===== src/core/pci_agent_pkg.sv =====
package pci_agent_pkg;

    // bus commands as they appear on the command/enable pins
    localparam logic [3:0] CMD_MEM_RD = 4'h6;
    localparam logic [3:0] CMD_MEM_WR = 4'h7;
    localparam logic [3:0] CMD_CFG_RD = 4'hA;
    localparam logic [3:0] CMD_CFG_WR = 4'hB;
    localparam logic [3:0] CMD_MEM_RD_MULT = 4'hC;
    localparam logic [3:0] CMD_MEM_RD_LINE = 4'hE;
    localparam logic [3:0] CMD_MEM_WR_INV = 4'hF;

    // configuration space dword indexes
    localparam logic [5:0] CFG_IDX_ID = 6'h00;
    localparam logic [5:0] CFG_IDX_CTRL = 6'h01;
    // identity word, value is arbitrary
    localparam logic [31:0] CFG_ID_VALUE = 32'h5A5A_1234;
    localparam logic [31:0] CTRL_RESET = 32'h0000_0000;
    localparam int CTRL_MEM_EN_BIT = 1;

    // memory window defaults
    localparam logic [31:0] MEM_BASE_DEF = 32'h8000_0000;
    localparam int WIN_BITS_DEF = 12;

    // data path shape
    localparam int DATA_W = 64;
    localparam int BE_W = 8;
    localparam int FIFO_DEPTH = 4;

    typedef enum logic [1:0] {S_IDLE, S_RDWAIT, S_DATA, S_TURN} tgt_state_t;

endpackage


===== src/core/pci_target.sv =====
`timescale 1ns/1ps

// small synchronous fifo with honest full and empty
module fifo_buf #(
    parameter int WIDTH = 8,
    parameter int DEPTH = 4
) (
    input wire logic sys_clk,
    input wire logic nrst,
    input wire logic in_valid,
    output logic in_ready,
    input wire logic [WIDTH-1:0] in_data,
    output logic out_valid,
    input wire logic out_ready,
    output logic [WIDTH-1:0] out_data
);
    localparam int AW = (DEPTH > 1) ? $clog2(DEPTH) : 1;
    localparam logic [AW:0] DEPTH_C = (AW + 1)'(DEPTH);
    localparam logic [AW-1:0] LAST_C = AW'(DEPTH - 1);

    logic [WIDTH-1:0] mem [DEPTH];
    logic [AW-1:0] wr_ptr;
    logic [AW-1:0] rd_ptr;
    logic [AW:0] count;
    logic do_push;
    logic do_pop;

    // handshakes
    assign in_ready = (count != DEPTH_C);
    assign out_valid = (count != '0);
    assign do_push = in_valid && in_ready;
    assign do_pop = out_valid && out_ready;
    assign out_data = mem[rd_ptr];

    // storage
    always_ff @(posedge sys_clk) begin
        if (do_push) begin
            mem[wr_ptr] <= in_data;
        end
    end

    // pointers and fill level
    always_ff @(posedge sys_clk or negedge nrst) begin
        if (!nrst) begin
            wr_ptr <= '0;
            rd_ptr <= '0;
            count <= '0;
        end else begin
            if (do_push) begin
                wr_ptr <= (wr_ptr == LAST_C) ? '0 : wr_ptr + 1'b1;
            end
            if (do_pop) begin
                rd_ptr <= (rd_ptr == LAST_C) ? '0 : rd_ptr + 1'b1;
            end
            if (do_push && !do_pop) begin
                count <= count + 1'b1;
            end else if (do_pop && !do_push) begin
                count <= count - 1'b1;
            end
        end
    end
endmodule

// target-only bus agent: memory writes flow into a fifo, reads return status
module pci_target #(
    parameter logic [31:0] MEM_BASE = pci_agent_pkg::MEM_BASE_DEF,
    parameter int WIN_BITS = pci_agent_pkg::WIN_BITS_DEF,
    parameter int FIFO_DEPTH = pci_agent_pkg::FIFO_DEPTH
) (
    input wire logic sys_clk,
    input wire logic nrst,
    input wire logic frame_n,
    input wire logic irdy_n,
    input wire logic idsel,
    input wire logic req64_n,
    input wire logic [pci_agent_pkg::DATA_W-1:0] ad_in,
    input wire logic [pci_agent_pkg::BE_W-1:0] cbe_n_in,
    output logic [pci_agent_pkg::DATA_W-1:0] ad_out,
    output logic ad_lo_oe_n,
    output logic ad_hi_oe_n,
    output logic devsel_n_out,
    output logic devsel_oe_n,
    output logic trdy_n_out,
    output logic trdy_oe_n,
    output logic ack64_n_out,
    output logic ack64_oe_n,
    output logic par_out,
    output logic par_oe_n,
    output logic par64_out,
    output logic par64_oe_n,
    output logic wr_valid,
    input wire logic wr_ready,
    output logic [pci_agent_pkg::DATA_W-1:0] wr_data,
    output logic [pci_agent_pkg::BE_W-1:0] wr_be,
    output logic mem_enable
);
    import pci_agent_pkg::*;

    localparam int FW = DATA_W + BE_W;

    tgt_state_t state;
    tgt_state_t next_state;
    logic frame_prev;
    logic [31:0] addr_q;
    logic is_wr;
    logic is_cfg;
    logic xfer64;
    logic [31:0] cfg_ctrl;
    logic [31:0] push_count;
    logic addr_phase;
    logic hit_mem;
    logic hit_cfg;
    logic claim;
    logic trdy_ok;
    logic done;
    logic push;
    logic fifo_ready;
    logic [FW-1:0] fifo_in;
    logic [FW-1:0] fifo_out;
    logic [31:0] rd_lo;
    logic [BE_W-1:0] be_act;

    function automatic logic is_mem_rd(input logic [3:0] c);
        return (c == CMD_MEM_RD) || (c == CMD_MEM_RD_MULT) || (c == CMD_MEM_RD_LINE);
    endfunction

    function automatic logic is_mem_wr(input logic [3:0] c);
        return (c == CMD_MEM_WR) || (c == CMD_MEM_WR_INV);
    endfunction

    // merge a dword under active-high byte enables
    function automatic logic [31:0] merge_be(input logic [31:0] old_v, input logic [31:0] new_v,
                                             input logic [3:0] be);
        logic [31:0] r;
        r = old_v;
        for (int i = 0; i < 4; i++) begin
            if (be[i]) begin
                r[8*i +: 8] = new_v[8*i +: 8];
            end
        end
        return r;
    endfunction

    // address phase of a granted master: FRAME low after it was high; never initiates
    assign addr_phase = (state == S_IDLE) && frame_prev && !frame_n;
    // lower AD holds the address, lower C/BE the command
    assign hit_mem = cfg_ctrl[CTRL_MEM_EN_BIT]
                     && (is_mem_rd(cbe_n_in[3:0]) || is_mem_wr(cbe_n_in[3:0]))
                     && (ad_in[31:WIN_BITS] == MEM_BASE[31:WIN_BITS]);
    assign hit_cfg = idsel && (ad_in[1:0] == 2'b00)
                     && ((cbe_n_in[3:0] == CMD_CFG_RD) || (cbe_n_in[3:0] == CMD_CFG_WR));
    assign claim = addr_phase && (hit_mem || hit_cfg);

    // target ready: writes into the fifo stall on back-pressure
    assign trdy_ok = (is_wr && !is_cfg) ? fifo_ready : 1'b1;
    assign done = (state == S_DATA) && !irdy_n && trdy_ok;
    assign push = done && is_wr && !is_cfg;

    // active-high enables; upper lanes only in a 64-bit transfer
    assign be_act = {xfer64 ? ~cbe_n_in[7:4] : 4'h0, ~cbe_n_in[3:0]};
    assign fifo_in = {be_act, xfer64 ? ad_in[63:32] : 32'h0, ad_in[31:0]};

    // frame history for address phase detection
    always_ff @(posedge sys_clk or negedge nrst) begin
        if (!nrst) begin
            frame_prev <= 1'b1;
        end else begin
            frame_prev <= frame_n;
        end
    end

    // transaction sequencer
    always_comb begin
        next_state = state;
        case (state)
            S_IDLE: begin
                if (claim) begin
                    next_state = is_mem_wr(cbe_n_in[3:0]) || (cbe_n_in[3:0] == CMD_CFG_WR)
                                 ? S_DATA : S_RDWAIT;
                end
            end
            S_RDWAIT: begin
                next_state = S_DATA;
            end
            S_DATA: begin
                if (done && frame_n) begin
                    next_state = S_TURN;
                end
            end
            S_TURN: begin
                next_state = S_IDLE;
            end
            default: begin
                next_state = S_IDLE;
            end
        endcase
    end

    always_ff @(posedge sys_clk or negedge nrst) begin
        if (!nrst) begin
            state <= S_IDLE;
        end else begin
            state <= next_state;
        end
    end

    // capture of the address phase
    always_ff @(posedge sys_clk or negedge nrst) begin
        if (!nrst) begin
            addr_q <= 32'h0000_0000;
            is_wr <= 1'b0;
            is_cfg <= 1'b0;
            xfer64 <= 1'b0;
        end else if (claim) begin
            addr_q <= ad_in[31:0];
            is_wr <= is_mem_wr(cbe_n_in[3:0]) || (cbe_n_in[3:0] == CMD_CFG_WR);
            is_cfg <= hit_cfg;
            xfer64 <= !req64_n && !hit_cfg;
        end
    end

    // configuration control word; bit one enables memory decode
    always_ff @(posedge sys_clk or negedge nrst) begin
        if (!nrst) begin
            cfg_ctrl <= CTRL_RESET;
        end else if (done && is_cfg && is_wr && (addr_q[7:2] == CFG_IDX_CTRL)) begin
            cfg_ctrl <= merge_be(cfg_ctrl, ad_in[31:0], be_act[3:0]);
        end
    end

    // count of data phases accepted into the fifo
    always_ff @(posedge sys_clk or negedge nrst) begin
        if (!nrst) begin
            push_count <= 32'h0000_0000;
        end else if (push) begin
            push_count <= push_count + 32'h0000_0001;
        end
    end

    // read data source
    always_comb begin
        rd_lo = push_count;
        if (is_cfg) begin
            case (addr_q[7:2])
                CFG_IDX_ID: rd_lo = CFG_ID_VALUE;
                CFG_IDX_CTRL: rd_lo = cfg_ctrl;
                default: rd_lo = 32'h0000_0000;
            endcase
        end
    end

    // read data register; upper dword mirrors the low word
    always_ff @(posedge sys_clk or negedge nrst) begin
        if (!nrst) begin
            ad_out <= '0;
        end else begin
            ad_out <= {rd_lo, rd_lo};
        end
    end

    // parity follows read data one clock later
    always_ff @(posedge sys_clk or negedge nrst) begin
        if (!nrst) begin
            par_out <= 1'b0;
            par_oe_n <= 1'b1;
            par64_out <= 1'b0;
            par64_oe_n <= 1'b1;
        end else begin
            par_out <= ^{ad_out[31:0], cbe_n_in[3:0]};
            par_oe_n <= ad_lo_oe_n;
            par64_out <= ^{ad_out[63:32], cbe_n_in[7:4]};
            par64_oe_n <= ad_hi_oe_n;
        end
    end

    // pin drivers; enables are low while driving
    assign devsel_n_out = !((state == S_RDWAIT) || (state == S_DATA));
    assign devsel_oe_n = (state == S_IDLE);
    assign ack64_n_out = !(xfer64 && ((state == S_RDWAIT) || (state == S_DATA)));
    assign ack64_oe_n = (state == S_IDLE) || !xfer64;
    assign trdy_n_out = !((state == S_DATA) && trdy_ok);
    assign trdy_oe_n = (state == S_IDLE);
    assign ad_lo_oe_n = !((state == S_DATA) && !is_wr);
    assign ad_hi_oe_n = !((state == S_DATA) && !is_wr && xfer64);
    assign mem_enable = cfg_ctrl[CTRL_MEM_EN_BIT];

    fifo_buf #(.WIDTH(FW), .DEPTH(FIFO_DEPTH)) u_wr_fifo (
        .sys_clk(sys_clk), .nrst(nrst), .in_valid(push), .in_ready(fifo_ready),
        .in_data(fifo_in), .out_valid(wr_valid), .out_ready(wr_ready), .out_data(fifo_out)
    );

    assign wr_data = fifo_out[DATA_W-1:0];
    assign wr_be = fifo_out[FW-1:DATA_W];
endmodule


===== config.mk =====
export PLATFORM = sky130hd
export DESIGN_NAME = pci_target
export DESIGN_NICKNAME = d
export VERILOG_FILES = /design/src/core/pci_agent_pkg.sv /design/src/core/pci_target.sv
export SDC_FILE = /design/constraint.sdc
export NUM_CORES = 1
export LEC_CHECK = 0
export ABC_CLOCK_PERIOD_IN_PS = 3500
export BUFFER_PORTS_ARGS = -buffer_cell sky130_fd_sc_hd__buf_4
export CAP_MARGIN = 20
export CELL_PAD_IN_SITES_DETAIL_PLACEMENT = 2
export CELL_PAD_IN_SITES_GLOBAL_PLACEMENT = 2
export CORE_UTILIZATION = 38
export CTS_CLUSTER_DIAMETER = 100
export DETAILED_ROUTE_END_ITERATION = 10
export GPL_TIMING_DRIVEN = 0
export PLACE_DENSITY = 0.75
export SYNTH_ARGS = -nofsm -noshare
export SYNTH_HDL_FRONTEND = slang
export SYNTH_HIERARCHICAL = 1
export SYNTH_SLANG_ARGS = --single-unit

===== constraint.sdc =====
create_clock -name sys_clk -period 3.5 [get_ports sys_clk]
set_input_delay 0.7 -clock sys_clk [delete_from_list [all_inputs] [get_ports sys_clk]]
set_output_delay 0.7 -clock sys_clk [all_outputs]
set_load 0.02 [all_outputs]

==> results of run 1 <==
==> cell type report <==
| cell class | instances | area, um2 |
|---|---|---|
| fill | 3947 | 21670 |
| buffer | 66 | 437.9 |
| tap | 539 | 674.4 |
| multi-input combinational | 428 | 4219 |
| antenna | 1 | 2.502 |
| clock inverter | 27 | 341.6 |
| inverter | 34 | 127.6 |
| sequential | 407 | 11630 |
| clock buffer | 57 | 1275 |
| timing repair buffer | 233 | 1853 |
==> final timing paths <==
path	from	to	slack (ns)	depth (start not counted)
min in group sys_clk	frame_n	frame_prev	0.27	1
setup reg to reg	state[0]	u_wr_fifo/mem[2][38]	0.28	8
max in group asynchronous	nrst	par_oe_n	2.60	2
setup / recovery	state[0]	u_wr_fifo/mem[2][38]	0.28	8
hold reg to reg	push_count[24]	push_count[24]	0.50	1
hold / removal	nrst	ad_out[61]	0.08	1
==> power by group <==
part | internal (mW) | switching (mW) | leakage (nW)
registers | 5.26 | 0.109 | 4.02
clock network | 3.17 | 1.97 | 0.787
logic | 1.85 | 2.26 | 2.93
==> through the flow <==
stage          std cells  worst slack (ns)  cell area (um2)
6_report            1792            0.2830            20560
5_1_grt             1792            0.1647            20560
3_3_place_gp        1702           -0.6622            18800
4_1_cts             1791            0.2753            20560
2_1_floorplan        935            0.5354            16410
3_5_place_dp        1707            0.2074            18940
==> worst reg2reg max path, delay by kind of cell (launching register included) <==
kind | cells | cell delay, ns
flops | 1 | 0.38
buf+inv | 3 | 0.70
fa+ha+maj | 1 | 0.29
simple gates | 3 | 1.08
compound gates | 1 | 0.39
==> sequential cells by signal, indices dropped and copies added, names as in the netlist, 2 cells and up <==
name and cells:
u_wr_fifo/wr_ptr 2, u_wr_fifo/mem 288, push_count 32, state 2, u_wr_fifo/count 3, addr_q 6, ad_out 32, cfg_ctrl 32
u_wr_fifo/rd_ptr 2
==> cells by family (layout without fill, tap and decap cells) <==
group / Yosys count / after routing / synth area share [%]
xor+xnor: 71 / 71 / 3.791
fa+ha+maj: 16 / 16 / 1.266
other cells: 0 / 1 / 0
flops: 407 / 407 / 70.89
buf+inv: 100 / 417 / 3.447
mux: 116 / 116 / 12.91
simple gates: 167 / 167 / 5.713
compound gates: 58 / 58 / 1.983
==> synthesized netlist by cell type (5+ instances only) <==
master,instances
xor2_1,14
ha_1,15
inv_1,34
nand3_1,33
o21ai_0,21
and2_1,39
nor2b_1,5
nor3_1,7
a21oi_1,26
clkbuf_1,16
dfrtp_1,116
mux2_2,41
edfxtp_1,288
nor4_1,5
buf_2,8
xnor2_1,57
buf_6,7
nor2_1,29
buf_4,34
mux4_2,72
nand2_1,23
==> layer usage <==
metal	vias up	wire length (um)	track usage (%)
met5	-	0	0
met4	0	784	5.135
met3	46	1768	3.741
met2	207	23170	36.35
met1	4876	18960	26.76
li1	4048	-	-
==> results.rst, run 1 <==
.. list-table::
   :header-rows: 1

   * - Metric
     - Value
   * - Run status
     - finished, final reports clean
   * - Pin count of the biggest net entering global routing
     - 63
   * - Number of hold-repair buffers added at the cts stage
     - 0
   * - Horizontal die dimension
     - between 200 and 250 um
   * - Power per cell area
     - just over 700 nW/um2
   * - Vias after detailed routing
     - approximately 9200
   * - Cell at the root of the clock tree
     - clkbuf_16
   * - Period minus WS final
     - around 3.2 ns
   * - Number of storage elements in the synthesis netlist
     - approximately 400
   * - Proportion of layout cells with a drive suffix above 1
     - slightly below 40%
   * - Sink count of the clock tree
     - approximately 410
   * - Worst min path class
     - input pin to asynchronous set/reset pin
   * - Gate Count Post-Synth
     - 935
   * - Main flop type after synthesis
     - edfxtp_1
   * - Boundary pin count
     - between 200 and 250
   * - Post-Synthesis Net Count
     - roughly 1000
   * - Leading cell types by total area after synthesis
     - edfxtp_1, dfrtp_1, mux4_2
   * - DRT Pass-1 Iters
     - 4
   * - CP max-delay cell
     - and2_4
   * - Library cells used by synthesis
     - 49
   * - Crit path largest cell delay
     - 0.53 ns
   * - Average cell area after synthesis
     - ~18 um2
   * - Core occupancy in the finished layout
     - approximately half
   * - Post-synthesis cell area
     - 16400 um2
   * - Most common library cell in the layout ignoring fill and taps
     - edfxtp_1
   * - Number of max-cap violations
     - 0
   * - Initial core utilization
     - roughly 40%
   * - CP Max Fanout
     - a little under 50
   * - Number of buffers inserted to repair setup after CTS
     - 0
   * - Row count
     - 75
   * - Part of the Yosys area used for sequential elements
     - a little under three quarters
   * - Startpoint type of the worst setup path
     - register
   * - Max Slew Vio Count
     - 0
   * - Maximum clock insertion buffer count
     - 3
   * - Number of gates resized after cts
     - 0
   * - Share of the clock period used by the worst path after layout
     - approximately 90%
   * - Number of hold-slack violations in the final timing report
     - 0
   * - RD Place Congestion
     - 0.7478
   * - Area of the core
     - between 40000 and 50000 um2
   * - Count of antenna-violating nets left after detailed routing
     - 0
   * - Worst-case hold slack
     - between 0.07 and 0.08 ns
   * - Worst IR drop on VDD
     - roughly 380 uV
   * - Leakage dissipation
     - 7.740 nW
   * - Total global routing overflow
     - 0
   * - Area growth syn-to-layout
     - 25.34%
   * - Final count of negative-setup-slack endpoints
     - 0
   * - Most used cells in the layout excluding fill and tap cells
     - edfxtp_1, buf_4, dfrtp_1
   * - Worst-skew pair later-pin latency
     - 0.58 ns
   * - Antenna violations before repair
     - 1
   * - Setup TNS
     - 0 ns
   * - Library cell occupying the most area in the post-synthesis netlist
     - edfxtp_1
   * - Critical path buffer and inverter count
     - 3
   * - Net count reported at finish
     - about 1300
   * - List of cells traversed by the critical path
     - inv_1, ha_1, and3b_1, and2_1, clkbuf_1, a21boi_2, and2_4, buf_16
   * - Level count of the clock H-tree
     - 2
   * - Worst setup skew after layout
     - 0.02207 ns
   * - Actual slew at the worst max-slew pin
     - roughly 0.77 ns
   * - Achievable Freq
     - ~310 MHz
   * - Critical Path End Type
     - register
   * - Post-DP HPWL
     - a little over 30000 um
   * - Post-route DRC
     - 0
   * - Wire length of the first global-routing pass
     - slightly below 70000 um
   * - Number of global-route vias before repair
     - 10390
   * - Unrepaired setup endpoints after global routing
     - no
   * - All-Layer GR Usage
     - just over 20%
   * - Number of buffers added on ports
     - roughly 230
   * - Height of the die
     - 209.8 um
   * - Worst path top cell family by delay
     - simple AND/OR/NAND/NOR gates
   * - Number of buffers created by CTS
     - 46
   * - TritonCTS clock tree
     - built
   * - Via density per instance
     - approximately 5.1
   * - Critical Path RT
     - between 3 and 4 ns
   * - Synth warnings
     - 6
   * - Initial detailed-routing violation count
     - a little under 500
   * - Setup CP Type
     - register to register
   * - Register clock-pin slew on the reported worst setup and hold paths
     - about 0.07 ns
   * - Fraction of synthesis flops using an asynchronous set or reset pin
     - between 20% and 30%
   * - Full die area
     - about 44000 um2
   * - Area share of the largest cell type after synthesis
     - a little over half
   * - Slew margin rel.
     - 48.27%
   * - Number of enable-type register cells in the synthesized netlist
     - 288
   * - Final total power
     - 14.62 mW
   * - Arrival time worst endpoint
     - ~3.4 ns
   * - Average detailed-routed wire length per instance
     - 24.94 um
   * - Overall routed net length
     - between 40000 and 50000 um
Power figures use the tool's default switching activity.
==> run 2, diff against run 1 <==
- CELL_PAD_IN_SITES_DETAIL_PLACEMENT: 2 -> 0
==> results.rst, run 2 (synthesized netlist as in run 1, its figures left out) <==
.. list-table::
   :header-rows: 1

   * - Metric
     - Value
   * - Startpoint type of the worst setup path
     - register
   * - Setup TNS
     - 0 ns (unchanged)
   * - Count of antenna-violating nets left after detailed routing
     - 0 (unchanged)
   * - Horizontal die dimension
     - 209.8 um (unchanged)
   * - Register Area
     - 11630 um2 (unchanged)
   * - Number of max-cap violations
     - 0 (unchanged)
   * - Maximum clock insertion buffer count
     - 3 (unchanged)
   * - Area of the core
     - 42230 um2 (unchanged)
   * - TritonCTS clock tree
     - built
   * - Setup CP Type
     - register to register
   * - Power per cell area
     - 674.5 nW/um2 (-5.2%)
   * - Crit path largest cell delay
     - 0.54 ns (about the same)
   * - Cell total after placement
     - 1707 (unchanged)
   * - Via density per instance
     - 4.935 (-3.6%)
   * - Critical path buffer and inverter count
     - 3 (unchanged)
   * - Number of hold-slack violations in the final timing report
     - 0 (unchanged)
   * - Register name with the most flops
     - u_wr_fifo/mem
   * - Count of fill cells added during filler insertion
     - 3690 (-6.5%)
   * - Worst min path class
     - input pin to asynchronous set/reset pin
   * - Number of flip-flops in the largest register
     - 288 (unchanged)
   * - Final total power
     - 13.67 mW (-6.5%)
   * - Arrival time worst endpoint
     - 3.29 ns (-0.15 ns)
   * - Initial core utilization
     - 38.85% (unchanged)
   * - Pin count of the biggest net entering global routing
     - 63 (unchanged)
   * - Level count of the clock H-tree
     - 2 (unchanged)
   * - Period minus WS final
     - 3.083 ns (-0.1341 ns)
   * - CP Max Fanout
     - 45 (-8.2%)
   * - Initial detailed-routing violation count
     - 492 (+0.20%)
   * - Full die area
     - 44010 um2 (unchanged)
   * - Slew margin rel.
     - 45.92% (-2.4 points)
   * - Overall routed net length
     - 38050 um (-15%)
   * - Most used cells in the layout excluding fill and tap cells
     - edfxtp_1, buf_4, dfrtp_1
   * - Number of gates resized after cts
     - 0 (unchanged)
   * - Worst IR drop on VDD
     - 276.2 uV (-27%)
   * - Register clock-pin slew on the reported worst setup and hold paths
     - 0.06 ns (about the same)
   * - Leakage dissipation
     - 7.606 nW (-1.7%)
   * - Height of the die
     - 209.8 um (unchanged)
   * - Max Slew Vio Count
     - 0 (unchanged)
   * - Cell at the root of the clock tree
     - clkbuf_16
   * - Wire length of the first global-routing pass
     - 58260 um (-14%)
   * - Reg2Reg Depth
     - 8 (unchanged)
   * - Number of hold-repair buffers added at the cts stage
     - 0 (unchanged)
   * - Run status
     - finished, final reports clean
   * - Number of buffers added on ports
     - 228 (unchanged)
   * - Worst setup skew after layout
     - 0.02074 ns (-0.001329 ns)
   * - Proportion of layout cells with a drive suffix above 1
     - 37.83% (-0.83 points)
   * - Antenna violations before repair
     - 1 (unchanged)
   * - DRT Pass-1 Iters
     - 5 (+1)
   * - Share of the clock period used by the worst path after layout
     - 88.08% (-3.8 points)
   * - Most common library cell in the layout ignoring fill and taps
     - edfxtp_1
   * - Number of global-route vias before repair
     - 9348 (-10%)
   * - Actual slew at the worst max-slew pin
     - 0.8051 ns (+0.03502 ns)
   * - Worst path top cell family by delay
     - simple AND/OR/NAND/NOR gates
   * - Net count reported at finish
     - 1308 (-0.23%)
   * - CP max-delay cell
     - and2_4
   * - R2R setup slack
     - 0.42 ns (+0.13 ns)
   * - Worst-skew pair later-pin latency
     - 0.56 ns (-0.02 ns)
   * - Total global routing overflow
     - 0 (unchanged)
   * - Post-route DRC
     - 0 (unchanged)
   * - Unrepaired setup endpoints after global routing
     - no
   * - Number of buffers created by CTS
     - 43 (-6.5%)
   * - Sink count of the clock tree
     - 407 (unchanged)
   * - Final count of negative-setup-slack endpoints
     - 0 (unchanged)
   * - List of cells traversed by the critical path
     - inv_1, ha_1, and3b_1, and2_1, clkbuf_1, a21boi_2, and2_4, buf_16
   * - Average detailed-routed wire length per instance
     - 21.32 um (-15%)
   * - Area growth syn-to-layout
     - 23.57%
   * - Achievable Freq
     - 324.4 MHz (+4.4%)
   * - Reg-to-Reg End
     - u_wr_fifo/mem[3][34]
   * - Source of the worst register-to-register timing path
     - state[0]
   * - Vias after detailed routing
     - 8809 (-4.0%)
   * - Post-DP HPWL
     - 25740 um (-16%)
   * - Cell Count, Final, Fillers Out
     - 1785 (-0.39%)
   * - RD Place Congestion
     - 0.7478 (unchanged)
   * - Row count
     - 75 (unchanged)
   * - Boundary pin count
     - 229 (unchanged)
   * - Multi-input combinational cell area
     - 4219 um2 (unchanged)
   * - Number of buffers inserted to repair setup after CTS
     - 0 (unchanged)
   * - Critical Path End Type
     - register
   * - All-Layer GR Usage
     - 17.84% (-3.0 points)
   * - Critical Path RT
     - 3.71 ns (-0.02 ns)
## run 2: power breakdown
part / total, mW / switching, mW / internal, mW
combinational: 4.00 / 2.15 / 1.85
clock: 4.31 / 1.82 / 2.50
sequential: 5.36 / 0.0988 / 5.26
total: 13.7 / 4.06 / 9.61
## run 2: worst max-delay path by stage
| stage | end | slack, ns | from | cells after the start |
|---|---|---|---|---|
| after floorplan | u_wr_fifo/mem[0][0] | 0.54 | irdy_n | 5 |
| after global placement | u_wr_fifo/mem[1][40] | -0.66 | irdy_n | 6 |
| after detailed placement | u_wr_fifo/mem[1][40] | 0.25 | irdy_n | 7 |
| after CTS | u_wr_fifo/mem[3][42] | 0.35 | state[0] | 8 |
| after global routing | u_wr_fifo/mem[1][34] | 0.19 | state[0] | 8 |
| final | u_wr_fifo/mem[3][34] | 0.42 | state[0] | 8 |
## run 2: through the flow
step	instance area [um2]	hold WS (ns)	setup slack [ns]	util, %
4_1_cts	20270	0.1029	0.3451	48.00
3_5_place_dp	18940	0.4830	0.2499	44.86
2_1_floorplan	16410	0.4044	0.5354	-
3_3_place_gp	18800	0.4773	-0.6622	44.51
5_1_grt	20270	0.1379	0.1939	48.00
6_report	20270	0.1033	0.4171	48.00
## run 2: cell type report
| type | instances | area share [%] |
|---|---|---|
| Inverter | 34 | 0.6296 |
| Buffer | 66 | 2.160 |
| Antenna cell | 1 | 0.01234 |
| Clock buffer | 58 | 5.993 |
| Multi-Input combinational cell | 428 | 20.81 |
| Clock inverter | 19 | 0.5493 |
| Tap cell | 539 | 3.327 |
| Sequential cell | 407 | 57.37 |
| Timing Repair Buffer | 233 | 9.141 |
## run 2: routing by layer
| metal | wire (um) | vias to the layer above | GRT usage [%] |
|---|---|---|---|
| met3 | 1878 | 45 | 3.651 |
| li1 | - | 4051 | - |
| met2 | 18480 | 219 | 29.37 |
| met5 | 0 | - | 0 |
| met1 | 16980 | 4494 | 24.20 |
| met4 | 716 | 0 | 4.531 |
